`src/hdl/status_sync_pkg.sv`:
```
// Constants for the remote status and synchronisation block
// Function
// - Query answers carry the bare value, no header prepended.
// - Special text quantities such as MAX or MIN answer as numbers.
// - Numeric answers carry no unit suffix.
// - Booleans answer 0 or 1; text settings answer short form.
// - Invalid values inside results are replaced by the not-a-number code.
// - A sequential command completes before the next one starts.
// - Sweep start is overlapped; completion bit waits for sweep end.
// - Clear during pending operation goes idle and drops the earlier completion request.
// - Completion request sets event bit 0 once prior commands finish.
// - Completion query stalls commands, then queues answer 1.
// - Wait command stalls further commands until prior ones finish.
// - Event enable bit 0 masks the completion event bit.
// - Service enable bit 5 gates the event summary; 32 sets it alone.
// - Service enable bit 4 gates message-available; 16 sets it alone.
// - Completion request then event read returns LSB 1 after finish.
// - Status byte and its service mask summarise everything at the top.
// - Status byte takes event, operation and questionable summaries.
// - Individual status flag condenses status under a parallel-poll mask.
// - Message-available bit follows output buffer holding data.
// - Five 16-bit parts per register; bit 15 always reads zero.
// - Event part latches edges only where transition filter bits allow.
// - Event reads return and clear; condition part is read-only.
// - Sum bit is OR of event AND enable, feeding the next level.
// - Service request rises on enabled status byte 0-to-1; enable bit 6 ignored.
`default_nettype none
package status_sync_pkg;
    // Register offsets on the plain register port
    localparam logic [7:0] ADDR_OPER_COND   = 8'h00;
    localparam logic [7:0] ADDR_OPER_PTR    = 8'h01;
    localparam logic [7:0] ADDR_OPER_NTR    = 8'h02;
    localparam logic [7:0] ADDR_OPER_EVENT  = 8'h03;
    localparam logic [7:0] ADDR_OPER_ENABLE = 8'h04;
    localparam logic [7:0] ADDR_QUES_COND   = 8'h08;
    localparam logic [7:0] ADDR_QUES_PTR    = 8'h09;
    localparam logic [7:0] ADDR_QUES_NTR    = 8'h0a;
    localparam logic [7:0] ADDR_QUES_EVENT  = 8'h0b;
    localparam logic [7:0] ADDR_QUES_ENABLE = 8'h0c;
    localparam logic [7:0] ADDR_STD_EVENT   = 8'h10;
    localparam logic [7:0] ADDR_STD_ENABLE  = 8'h11;
    localparam logic [7:0] ADDR_STAT_BYTE   = 8'h12;
    localparam logic [7:0] ADDR_SRQ_ENABLE  = 8'h13;
    localparam logic [7:0] ADDR_PPOLL_EN    = 8'h14;
    localparam logic [7:0] ADDR_SYNC_STATE  = 8'h15;
    localparam logic [7:0] ADDR_COMMAND     = 8'h16;
    localparam logic [7:0] ADDR_RESPONSE    = 8'h17;

    // Field positions
    localparam int SR_WIDTH        = 16;
    localparam int SR_TOP_BIT      = 15;
    localparam int ESR_OPC_BIT     = 0;
    localparam int STB_ERRQ_BIT    = 2;
    localparam int STB_QUES_BIT    = 3;
    localparam int STB_MAV_BIT     = 4;
    localparam int STB_ESB_BIT     = 5;
    localparam int STB_RQS_BIT     = 6;
    localparam int STB_OPER_BIT    = 7;

    // Reset values
    localparam logic [15:0] SR_RESET   = 16'h0000;
    localparam logic [15:0] PTR_RESET  = 16'h7fff;
    localparam logic [7:0]  BYTE_RESET = 8'h00;

    // Response codes
    localparam logic [15:0] RESP_ONE   = 16'h0001;
    localparam logic [15:0] RESP_NAN   = 16'hffff;

    // Command codes written to the command register
    typedef enum logic [3:0] {
        CMD_NOP,
        CMD_SEQ,
        CMD_SWEEP,
        CMD_OPC,
        CMD_OPC_QUERY,
        CMD_WAIT,
        CMD_CLEAR
    } cmd_type;

    // Synchronisation states
    typedef enum logic [1:0] {
        SYNC_IDLE,
        SYNC_OPC_ARMED,
        SYNC_QUERY_HOLD,
        SYNC_WAIT_HOLD
    } sync_state_type;
endpackage : status_sync_pkg
`default_nettype wire

```
`src/hdl/status_reg_part.sv`:
```
// One five-part status register with transition filters and sum bit
`default_nettype none
`timescale 1ns/1ps
module status_reg_part (
    input  wire logic        ref_clk_i,
    input  wire logic        sys_rst_i,
    input  wire logic [15:0] cond_i,
    input  wire logic        ptr_we_i,
    input  wire logic        ntr_we_i,
    input  wire logic        enable_we_i,
    input  wire logic        event_rd_i,
    input  wire logic [15:0] wdata_i,
    output logic      [15:0] cond_o,
    output logic      [15:0] ptr_o,
    output logic      [15:0] ntr_o,
    output logic      [15:0] event_o,
    output logic      [15:0] enable_o,
    output logic             sum_o
);
    typedef struct packed {
        logic [15:0] cond;
        logic [15:0] ptr;
        logic [15:0] ntr;
        logic [15:0] event_bits;
        logic [15:0] enable;
    } part_state_type;

    part_state_type s_q;
    part_state_type s_d;
    logic [15:0]    clean_cond;
    logic [15:0]    edges;

    always_comb begin
        clean_cond = {1'b0, cond_i[14:0]};
        edges      = (clean_cond & ~s_q.cond & s_q.ptr)
                   | (~clean_cond & s_q.cond & s_q.ntr);
        s_d        = s_q;
        s_d.cond   = clean_cond;
        if (ptr_we_i) begin
            s_d.ptr = {1'b0, wdata_i[14:0]};
        end
        if (ntr_we_i) begin
            s_d.ntr = {1'b0, wdata_i[14:0]};
        end
        if (enable_we_i) begin
            s_d.enable = {1'b0, wdata_i[14:0]};
        end
        // New edges survive a clearing read
        s_d.event_bits = (event_rd_i ? 16'h0000 : s_q.event_bits) | edges;
    end

    always_ff @(posedge ref_clk_i or posedge sys_rst_i) begin
        if (sys_rst_i) begin
            s_q <= '{cond: status_sync_pkg::SR_RESET, ptr: status_sync_pkg::PTR_RESET,
                     ntr: status_sync_pkg::SR_RESET, event_bits: status_sync_pkg::SR_RESET,
                     enable: status_sync_pkg::SR_RESET};
        end else begin
            s_q <= s_d;
        end
    end

    assign cond_o   = s_q.cond;
    assign ptr_o    = s_q.ptr;
    assign ntr_o    = s_q.ntr;
    assign event_o  = s_q.event_bits;
    assign enable_o = s_q.enable;
    assign sum_o    = |(s_q.event_bits & s_q.enable);
endmodule : status_reg_part
`default_nettype wire

```
`src/hdl/status_sync.sv`:
```
// Status hierarchy and command synchronisation engine
`default_nettype none
`timescale 1ns/1ps
module status_sync (
    input  wire logic        ref_clk_i,
    input  wire logic        sys_rst_i,
    input  wire logic [7:0]  addr_i,
    input  wire logic [15:0] wdata_i,
    input  wire logic        wr_i,
    input  wire logic        rd_i,
    output logic      [15:0] rdata_o,
    input  wire logic [14:0] oper_cond_i,
    input  wire logic [14:0] ques_cond_i,
    input  wire logic        error_queue_i,
    input  wire logic        sweep_busy_i,
    input  wire logic        seq_busy_i,
    input  wire logic        resp_taken_i,
    output logic             sweep_start_o,
    output logic             seq_start_o,
    output logic             cmd_ready_o,
    output logic             srq_o,
    output logic             ist_o,
    output logic      [7:0]  status_byte_o
);
    // =========================================================
    // State
    // =========================================================
    typedef struct packed {
        logic [15:0]                    rdata;
        logic [7:0]                     std_event;
        logic [7:0]                     std_enable;
        logic [7:0]                     srq_enable;
        logic [7:0]                     ppoll_enable;
        logic [7:0]                     stb_prev;
        logic                           srq;
        logic                           sweep_pending;
        logic                           seq_pending;
        status_sync_pkg::sync_state_type sync;
        logic [15:0]                    resp;
        logic                           resp_valid;
        logic                           sweep_start;
        logic                           seq_start;
    } top_state_type;

    top_state_type s_q;
    top_state_type s_d;

    logic        wr_oper_ptr;
    logic        wr_oper_ntr;
    logic        wr_oper_en;
    logic        wr_ques_ptr;
    logic        wr_ques_ntr;
    logic        wr_ques_en;
    logic        rd_oper_ev;
    logic        rd_ques_ev;
    logic [15:0] oper_cond;
    logic [15:0] oper_ptr;
    logic [15:0] oper_ntr;
    logic [15:0] oper_ev;
    logic [15:0] oper_en;
    logic        oper_sum;
    logic [15:0] ques_cond;
    logic [15:0] ques_ptr;
    logic [15:0] ques_ntr;
    logic [15:0] ques_ev;
    logic [15:0] ques_en;
    logic        ques_sum;

    // =========================================================
    // Operation and questionable registers
    // =========================================================
    assign wr_oper_ptr = wr_i && (addr_i == status_sync_pkg::ADDR_OPER_PTR);
    assign wr_oper_ntr = wr_i && (addr_i == status_sync_pkg::ADDR_OPER_NTR);
    assign wr_oper_en  = wr_i && (addr_i == status_sync_pkg::ADDR_OPER_ENABLE);
    assign wr_ques_ptr = wr_i && (addr_i == status_sync_pkg::ADDR_QUES_PTR);
    assign wr_ques_ntr = wr_i && (addr_i == status_sync_pkg::ADDR_QUES_NTR);
    assign wr_ques_en  = wr_i && (addr_i == status_sync_pkg::ADDR_QUES_ENABLE);
    assign rd_oper_ev  = rd_i && (addr_i == status_sync_pkg::ADDR_OPER_EVENT);
    assign rd_ques_ev  = rd_i && (addr_i == status_sync_pkg::ADDR_QUES_EVENT);

    status_reg_part u_oper (
        .ref_clk_i   (ref_clk_i),
        .sys_rst_i   (sys_rst_i),
        .cond_i      ({1'b0, oper_cond_i}),
        .ptr_we_i    (wr_oper_ptr),
        .ntr_we_i    (wr_oper_ntr),
        .enable_we_i (wr_oper_en),
        .event_rd_i  (rd_oper_ev),
        .wdata_i     (wdata_i),
        .cond_o      (oper_cond),
        .ptr_o       (oper_ptr),
        .ntr_o       (oper_ntr),
        .event_o     (oper_ev),
        .enable_o    (oper_en),
        .sum_o       (oper_sum)
    );

    status_reg_part u_ques (
        .ref_clk_i   (ref_clk_i),
        .sys_rst_i   (sys_rst_i),
        .cond_i      ({1'b0, ques_cond_i}),
        .ptr_we_i    (wr_ques_ptr),
        .ntr_we_i    (wr_ques_ntr),
        .enable_we_i (wr_ques_en),
        .event_rd_i  (rd_ques_ev),
        .wdata_i     (wdata_i),
        .cond_o      (ques_cond),
        .ptr_o       (ques_ptr),
        .ntr_o       (ques_ntr),
        .event_o     (ques_ev),
        .enable_o    (ques_en),
        .sum_o       (ques_sum)
    );

    // =========================================================
    // Status byte and summaries
    // =========================================================
    logic       esb;
    logic [7:0] stb_raw;
    logic [7:0] stb;
    logic       busy_all;

    always_comb begin
        esb = |(s_q.std_event & s_q.std_enable);
        stb_raw                                 = 8'h00;
        stb_raw[status_sync_pkg::STB_ERRQ_BIT]  = error_queue_i;
        stb_raw[status_sync_pkg::STB_QUES_BIT]  = ques_sum;
        stb_raw[status_sync_pkg::STB_MAV_BIT]   = s_q.resp_valid;
        stb_raw[status_sync_pkg::STB_ESB_BIT]   = esb;
        stb_raw[status_sync_pkg::STB_OPER_BIT]  = oper_sum;
        stb = stb_raw;
        stb[status_sync_pkg::STB_RQS_BIT] = s_q.srq;
    end

    assign busy_all = s_q.sweep_pending || s_q.seq_pending || sweep_busy_i || seq_busy_i;

    // =========================================================
    // Command engine and register file
    // =========================================================
    status_sync_pkg::cmd_type cmd;
    logic [7:0]               srq_mask;
    logic                     accept;

    always_comb begin
        cmd      = status_sync_pkg::cmd_type'(wdata_i[3:0]);
        srq_mask = s_q.srq_enable & 8'hbf;
        accept   = wr_i && (addr_i == status_sync_pkg::ADDR_COMMAND) && cmd_ready_o;
        s_d             = s_q;
        s_d.sweep_start = 1'b0;
        s_d.seq_start   = 1'b0;
        s_d.stb_prev    = stb_raw;

        // Pending work retires when the executing side goes idle
        if (s_q.sweep_pending && !s_q.sweep_start && !sweep_busy_i) begin
            s_d.sweep_pending = 1'b0;
        end
        if (s_q.seq_pending && !s_q.seq_start && !seq_busy_i) begin
            s_d.seq_pending = 1'b0;
        end

        // Synchronisation holds
        case (s_q.sync)
            status_sync_pkg::SYNC_OPC_ARMED: begin
                if (!busy_all) begin
                    s_d.sync = status_sync_pkg::SYNC_IDLE;
                    s_d.std_event[status_sync_pkg::ESR_OPC_BIT] = 1'b1;
                end
            end
            status_sync_pkg::SYNC_QUERY_HOLD: begin
                if (!busy_all) begin
                    s_d.sync       = status_sync_pkg::SYNC_IDLE;
                    s_d.resp       = status_sync_pkg::RESP_ONE;
                    s_d.resp_valid = 1'b1;
                end
            end
            status_sync_pkg::SYNC_WAIT_HOLD: begin
                if (!busy_all) begin
                    s_d.sync = status_sync_pkg::SYNC_IDLE;
                end
            end
            default: begin
            end
        endcase

        if (resp_taken_i) begin
            s_d.resp_valid = 1'b0;
        end

        // Register writes
        if (wr_i) begin
            if (addr_i == status_sync_pkg::ADDR_STD_ENABLE) begin
                s_d.std_enable = wdata_i[7:0];
            end else if (addr_i == status_sync_pkg::ADDR_SRQ_ENABLE) begin
                s_d.srq_enable = wdata_i[7:0];
            end else if (addr_i == status_sync_pkg::ADDR_PPOLL_EN) begin
                s_d.ppoll_enable = wdata_i[7:0];
            end
        end

        if (accept) begin
            case (cmd)
                status_sync_pkg::CMD_SEQ: begin
                    s_d.seq_start   = 1'b1;
                    s_d.seq_pending = 1'b1;
                end
                status_sync_pkg::CMD_SWEEP: begin
                    s_d.sweep_start   = 1'b1;
                    s_d.sweep_pending = 1'b1;
                end
                status_sync_pkg::CMD_OPC: begin
                    s_d.sync = status_sync_pkg::SYNC_OPC_ARMED;
                end
                status_sync_pkg::CMD_OPC_QUERY: begin
                    s_d.sync = status_sync_pkg::SYNC_QUERY_HOLD;
                end
                status_sync_pkg::CMD_WAIT: begin
                    s_d.sync = status_sync_pkg::SYNC_WAIT_HOLD;
                end
                status_sync_pkg::CMD_CLEAR: begin
                    // Armed completion request is dropped; sweep keeps running
                    s_d.sync      = status_sync_pkg::SYNC_IDLE;
                    s_d.std_event = status_sync_pkg::BYTE_RESET;
                end
                default: begin
                end
            endcase
        end

        // Register reads, data stand in the following cycle
        s_d.rdata = 16'h0000;
        if (rd_i) begin
            if (addr_i == status_sync_pkg::ADDR_OPER_COND) begin
                s_d.rdata = oper_cond;
            end else if (addr_i == status_sync_pkg::ADDR_OPER_PTR) begin
                s_d.rdata = oper_ptr;
            end else if (addr_i == status_sync_pkg::ADDR_OPER_NTR) begin
                s_d.rdata = oper_ntr;
            end else if (addr_i == status_sync_pkg::ADDR_OPER_EVENT) begin
                s_d.rdata = oper_ev;
            end else if (addr_i == status_sync_pkg::ADDR_OPER_ENABLE) begin
                s_d.rdata = oper_en;
            end else if (addr_i == status_sync_pkg::ADDR_QUES_COND) begin
                s_d.rdata = ques_cond;
            end else if (addr_i == status_sync_pkg::ADDR_QUES_PTR) begin
                s_d.rdata = ques_ptr;
            end else if (addr_i == status_sync_pkg::ADDR_QUES_NTR) begin
                s_d.rdata = ques_ntr;
            end else if (addr_i == status_sync_pkg::ADDR_QUES_EVENT) begin
                s_d.rdata = ques_ev;
            end else if (addr_i == status_sync_pkg::ADDR_QUES_ENABLE) begin
                s_d.rdata = ques_en;
            end else if (addr_i == status_sync_pkg::ADDR_STD_EVENT) begin
                s_d.rdata = {8'h00, s_q.std_event};
                // Completion set in this same cycle survives the clear
                s_d.std_event = (s_q.sync == status_sync_pkg::SYNC_OPC_ARMED && !busy_all)
                              ? 8'h01 : 8'h00;
            end else if (addr_i == status_sync_pkg::ADDR_STD_ENABLE) begin
                s_d.rdata = {8'h00, s_q.std_enable};
            end else if (addr_i == status_sync_pkg::ADDR_STAT_BYTE) begin
                s_d.rdata = {8'h00, stb};
            end else if (addr_i == status_sync_pkg::ADDR_SRQ_ENABLE) begin
                s_d.rdata = {8'h00, s_q.srq_enable};
            end else if (addr_i == status_sync_pkg::ADDR_PPOLL_EN) begin
                s_d.rdata = {8'h00, s_q.ppoll_enable};
            end else if (addr_i == status_sync_pkg::ADDR_SYNC_STATE) begin
                s_d.rdata = {12'h000, s_q.seq_pending, s_q.sweep_pending, s_q.sync};
            end else if (addr_i == status_sync_pkg::ADDR_RESPONSE) begin
                // Bare value, no header, no unit
                s_d.rdata = s_q.resp_valid ? s_q.resp : status_sync_pkg::RESP_NAN;
                s_d.resp_valid = 1'b0;
            end
        end

        // Request on an enabled rising status byte bit, held until no enabled status byte bit remains set
        if (|(stb_raw & ~s_q.stb_prev & srq_mask)) begin
            s_d.srq = 1'b1;
        end else if (!(|(stb_raw & srq_mask))) begin
            s_d.srq = 1'b0;
        end
    end

    always_ff @(posedge ref_clk_i or posedge sys_rst_i) begin
        if (sys_rst_i) begin
            s_q <= '{rdata: 16'h0000, std_event: 8'h00, std_enable: 8'h00,
                     srq_enable: 8'h00, ppoll_enable: 8'h00, stb_prev: 8'h00,
                     srq: 1'b0, sweep_pending: 1'b0, seq_pending: 1'b0,
                     sync: status_sync_pkg::SYNC_IDLE, resp: 16'h0000,
                     resp_valid: 1'b0, sweep_start: 1'b0, seq_start: 1'b0};
        end else begin
            s_q <= s_d;
        end
    end

    // =========================================================
    // Outputs
    // =========================================================
    // Sequential work blocks intake until it retires
    assign cmd_ready_o   = (s_q.sync == status_sync_pkg::SYNC_IDLE
                            || s_q.sync == status_sync_pkg::SYNC_OPC_ARMED)
                           && !s_q.seq_pending && !s_q.seq_start;
    assign rdata_o       = s_q.rdata;
    assign sweep_start_o = s_q.sweep_start;
    assign seq_start_o   = s_q.seq_start;
    assign srq_o         = s_q.srq;
    assign ist_o         = |(stb & s_q.ppoll_enable);
    assign status_byte_o = stb;
endmodule : status_sync
`default_nettype wire

```
`config.mk`:
```
export PLATFORM = sky130hd
export DESIGN_NAME = status_sync
export DESIGN_NICKNAME = d
export VERILOG_FILES = /design/src/hdl/status_sync_pkg.sv /design/src/hdl/status_reg_part.sv /design/src/hdl/status_sync.sv
export SDC_FILE = /design/constraint.sdc
export NUM_CORES = 1
export LEC_CHECK = 0
export ABC_CLOCK_PERIOD_IN_PS = 8800
export BUFFER_PORTS_ARGS = -buffer_cell sky130_fd_sc_hd__buf_2
export CAP_MARGIN = 20
export CORE_UTILIZATION = 60
export CTS_BUF_LIST = sky130_fd_sc_hd__clkbuf_8
export CTS_CLUSTER_DIAMETER = 200
export CTS_CLUSTER_SIZE = 25
export DETAILED_ROUTE_END_ITERATION = 8
export MAX_ROUTING_LAYER = met4
export PLACE_DENSITY = 0.8
export SYNTH_ARGS = -nofsm -noshare
export SYNTH_HDL_FRONTEND = slang
export SYNTH_SLANG_ARGS = --single-unit
```
`constraint.sdc`:
```
create_clock -name ref_clk_i -period 8.8 [get_ports ref_clk_i]
set_input_delay 0.88 -clock ref_clk_i [delete_from_list [all_inputs] [get_ports ref_clk_i]]
set_output_delay 0.88 -clock ref_clk_i [all_outputs]
set_load 0.05 [all_outputs]
```
* After elaboration in Yosys (flattened, before gate mapping)
Index checks and enable logic that the tools add are counted.
W data, S select, Z words.
** Storage, ports and cells
- Bits in registers :: 214
- Input port bits :: 62
- Output and inout bits :: 29
** Cells by class
- Equal/unequal tests :: 27
- Multiplexer cells :: 71
- Bitwise gates (word level) :: 27
- Reductions and logical operators :: 40
** Operators with widths (count)
- $mux W16 :: 20
- $and A16 B15 Y16 :: 8
- $mux W8 :: 13
- $eq A8 B5 Y1 const B :: 8
- $not A15 Y16 :: 4
- $or A16 B16 Y16 :: 4
- $and A8 B8 Y8 :: 5
- $eq A8 B4 Y1 const B :: 5
- $and A15 B16 Y16 :: 2
- $reduce_or A16 Y1 :: 2
- $reduce_or A8 Y1 :: 4
- $mux W1 :: 31
- $mux W24 :: 1
- $mux W19 :: 1
- $logic_and A1 B1 Y1 :: 17
- $eq A8 B2 Y1 const B :: 2
- $eq A4 B3 Y1 const B :: 3
- $eq A4 B2 Y1 const B :: 2
- $eq A8 B1 Y1 const B :: 1
- $eq A8 B3 Y1 const B :: 1
- $logic_not A8 Y1 :: 1
- $not A8 Y8 :: 1
- $pmux W2 S4 :: 1
- $logic_not A1 Y1 :: 6
- 14 further kinds :: 22

* Depth between registers and ports, before layout
- Word-level depth :: 24
- Mapped depth :: 8

* Modules after synthesis
A second synthesis with hierarchy kept.
** Second synthesis, totals
- Cells, all modules :: 1025
- Area total of the unflattened synthesis :: 11297.1 um^2
** By module, submodules not included
- status_reg_part :: times used 2, cells each 194, area each 3078.0 um^2
- status_sync :: times used 1, cells each 637, area each 5141.2 um^2

* Worst setup path before layout
OpenSTA, ideal clock, no wires.
- Path type :: reg2reg
- From :: reg s_q, in the netlist seq_start_o
- To :: reg s_q[57] (netlist bit)
- Library setup time :: 0.119 ns
- Data arrival time :: 2.658 ns
- Slack :: 6.023 ns
- Cell stages (with the launch flop) :: 6
- Path buffers :: 0
- Cell sequence :: dfrtp_1 nor3_1 nand2b_1 nor4_1 a31oi_1 and2_1
** RTL lines
- from (decl) :: RTL line status_sync.sv:45 : top_state_type s_q;
- from (signal assigned) :: RTL line status_sync.sv:284 : s_q <= '{rdata: 16'h0000, std_event: 8'h00, std_enable: 8'h00,

* Final worst setup path
- From :: in addr_i[3]
- To :: reg u_ques.s_q, in the netlist u_ques.ntr_o[8]
** On the way
- Longest elaborated chain between the ends :: 2
** Ends and longest elaborated chain
- from (decl) :: RTL line status_sync.sv:7 : input wire logic [7:0] addr_i,
- $eq A8 B4 Y1 :: RTL line status_sync.sv:76 : assign wr_ques_ntr = wr_i && (addr_i == status_sync_pkg::ADDR_QUES_NTR);
- $logic_and A1 B1 Y1 :: RTL line status_sync.sv:76
- to (signal assigned) :: RTL line status_reg_part.sv:54 : s_q <= '{cond: status_sync_pkg::SR_RESET, ptr: status_sync_pkg::PTR_RESET,
- to (decl) :: RTL line status_reg_part.sv:28 : part_state_type s_q;
Every way passes these cells.
A chain may end at the register's enable or synchronous reset.

==> reports/qor.yml <==
placement:
  portBuffers: 87
  gp_congestion: 1.01
  dpl_cell_area_um2: 11100
  hpwl_mm: 22.2
yosys:
  yosysUniqueCellTypes: 76
  synth-edff-count: 0
  synth_cells: 987
  ys_seq_elements: 212
  yosysMostFrequentCell: "dfrtp_1"
  ys_seq_area_share_pct: 49.7
  syn-cell-area_um2: 10800
  synth_area_leaders: "dfrtp_1 42%, mux2_2 13%, dfstp_2 7.3%, nand2_1 3.8%, nand3b_1 2.1%"
  synth_top_area_cell: "dfrtp_1"
  yosysTopAreaCellShare_pct: 42.4
  ys_top_cells_by_count: "182 x dfrtp_1, 122 x mux2_2, 108 x nand2_1"
  syn_avg_cell_area_um2: 10.9
  async_flop_share_pct: 100
  synth_warnings: 0
  synth_flop_cell: "dfrtp_1"
floorplanning:
  die-area_um2: 18500
  rows: 48
  coreArea_um2: 17400
  die-height_um: 136
  start_util_pct: 61.7
  pin_count: 91
  dieWidth_um: 136
global_route:
  antenna_found_initial: 0
  grt_pass1_vias: 8270
  gr-total-overflow: 0
  groute.usage.overall_pct: 37.2
  grt_max_degree: 147
  grt_pass1_wl_mm: 49.4
power:
  p_per_area_nw_per_um2: 167
  p_leak_nw: 4.99
  peakVddDrop_mv: 0.146
clock_tree:
  post_cts_resized: 0
  clk_latency_ns: 0.54
  post_cts_buffers: 0
  cts_buffer_depth: 3
  hold_buffers: 0
  clkTransAtPathRegs_ns: 0.16
  cts_buffers: 12
  cts_root_buf: "clkbuf_8"
  cts.sinks: 212
  cts_tree: "done"
  htreeDepth: 1
detailed_routing:
  drt_wl_total_mm: 32.8
  top_layer: "met4"
  wl_per_cell_um: 26.4
  ant_nets: 0
  routedLengthMet1_mm: 13.2
  route.met3.wl_mm: 3.46
  drc_errors: 0
  route.met2.wl_mm: 14.5
  drtIter0Drc: 1030
  num_vias: 8792
  drtPass1Iterations: 9
  routed_via_density: 7.07
finish:
  final_nets: 1076
  final_layout_size_suffix_gt1_share_pct: 28.1
  multi_input_area_um2: 4920
  fill_cells: 1413
  antenna_cells: 0
  area_growth_syn_to_layout_pct: 5.37
  regArea_um2: 5340
  fin_area_um2: 11300
worst_setup_path:
  r2r_cells: 5
  crit_path_max_fanout: 22
  path_class: "input port to flip-flop"
  r2r_start: "status_byte_o[4]$_DFF_PP0_"
  endpoint_kind: "flip-flop"
  required_ns: 9.21
  crit_path_start_kind: "input port"
  reg2reg_slack_ns: 6.26
  reg2reg_to: "rdata_o[4]$_DFF_PP0_"
  cp_data_arrival_time_ns: 4.23
timing:
  worst_pin_slew_ns: 1.19
  finalSetupViolCount: 0
  worst_clock_skew_ns: 0.0489
  clock.fmax_mhz: 262
  period_minus_slack_ns: 3.82
  final_hold_viol_count: 0
  rsz0062_at_grt: "no"
  period_share_pct: 43.4
  fin_setup_tns_ns: 0
  slew_viol_final: 0
  maxSlewHeadroom_pct: 19.7
min_path:
  hold_path_startpoint: "oper_cond_i[6]"
  min_to: "u_oper.cond_o[6]$_DFF_PP0_"
  hold_depth: 1
  hp-class: "input port to flip-flop"
run:
  maxCapViolCount: 0
run_status:
  status: "complete, no violations"
-- cells in the final DEF, fill, tap and decap left out, types with 5 or more instances in the layout --
cell type,synthesis,routed
a22oi_1,20,20
a311oi_1,6,6
buf_2,10,87
dfrtp_1,182,182
or2_2,5,5
o21ai_0,31,31
nor3_1,13,13
nor2b_1,11,11
a31oi_1,10,10
o211ai_1,29,29
a21o_1,7,7
o31ai_1,5,5
and2_1,9,9
a221o_1,8,8
mux2_2,122,122
inv_1,11,14
nor2_1,35,35
a21oi_1,37,37
nand2b_1,19,19
o22ai_1,25,25
o221ai_1,8,8
mux2i_1,11,11
a211oi_1,6,6
nand2_1,108,108
nand4_1,8,8
buf_4,26,9
a221oi_1,5,5
clkbuf_8,0,13
nand3_1,16,16
dfstp_2,30,30
and3_1,6,6
nand3b_1,30,30
-- worst max-delay path, stage by stage --
cell	delay (ns)
buf_2	0.38
nor2b_1	0.76
nand2_1	0.67
nor2_1	0.84
buf_4	0.34
mux2_2	0.36
-- worst max path at each step --
stage / startpoint / endpoint / depth (start not counted)
floorplan: sys_rst_i / rdata_o[0]$_DFF_PP0_ / 1
global placement: addr_i[3] / u_ques.ntr_o[13]$_DFFE_PP0P_ / 6
detailed placement: addr_i[3] / u_ques.ntr_o[8]$_DFFE_PP0P_ / 6
CTS: u_ques.event_o[3]$_DFF_PP0_ / ist_o / 5
global route: addr_i[3] / u_ques.ntr_o[8]$_DFFE_PP0P_ / 6
finish: addr_i[3] / u_ques.ntr_o[8]$_DFFE_PP0P_ / 6
-- stage by stage --
stage	hold slack (ns)	utilization, %	total power, mW	std cells	setup WS (ns)
2_1_floorplan	0.373	-	1.34	988	2.18
3_3_place_gp	0.449	63.7	1.44	1224	4.60
3_5_place_dp	0.473	63.8	1.45	1225	4.61
4_1_cts	0.464	65.0	1.89	1243	5.12
5_1_grt	0.460	65.0	1.95	1243	4.98
6_report	0.460	65.0	1.89	1243	4.98
-- metal layers --
metal	up-vias	track usage, %
met5	-	-
met4	0	16.0
met3	145	8.09
met2	582	54.2
met1	4341	50.4
li1	3724	-
-- cells by family (layout without fill, tap and decap cells) --
kind of cell    count (synthesis)  count (layout)  share of synthesized area, %
mux                           137             137                          14.6
other cells                     1               2                        0.0349
compound gates                252             252                          16.8
flops                         212             212                          49.7
simple gates                  288             288                          14.3
buf+inv                        97             127                          4.55
-- cell type report --
cell class / instances / area share, %
Timing Repair Buffer: 97 / 4.57
Clock buffer: 13 / 1.58
Sequential cell: 212 / 47.2
Tap cell: 225 / 2.49
Clock inverter: 5 / 0.276
Inverter: 12 / 0.464
Multi-Input combinational cell: 679 / 43.5
-- power by group --
group | internal, mW | switching [mW]
Combinational | 0.107 | 0.200
Clock | 0.141 | 0.305
Sequential | 1.06 | 0.0798
-- registers in the layout (all words and copies together) (netlist names), 15 cells and up --
signal / cells
rdata_o: 16
s_q: 42
u_oper.cond_o: 15
u_oper.enable_o: 15
u_oper.event_o: 15
u_oper.ntr_o: 15
u_oper.ptr_o: 15
u_ques.cond_o: 15
u_ques.enable_o: 15
u_ques.event_o: 15
u_ques.ntr_o: 15
u_ques.ptr_o: 15
Note: power is estimated with default switching activity, not from simulation.
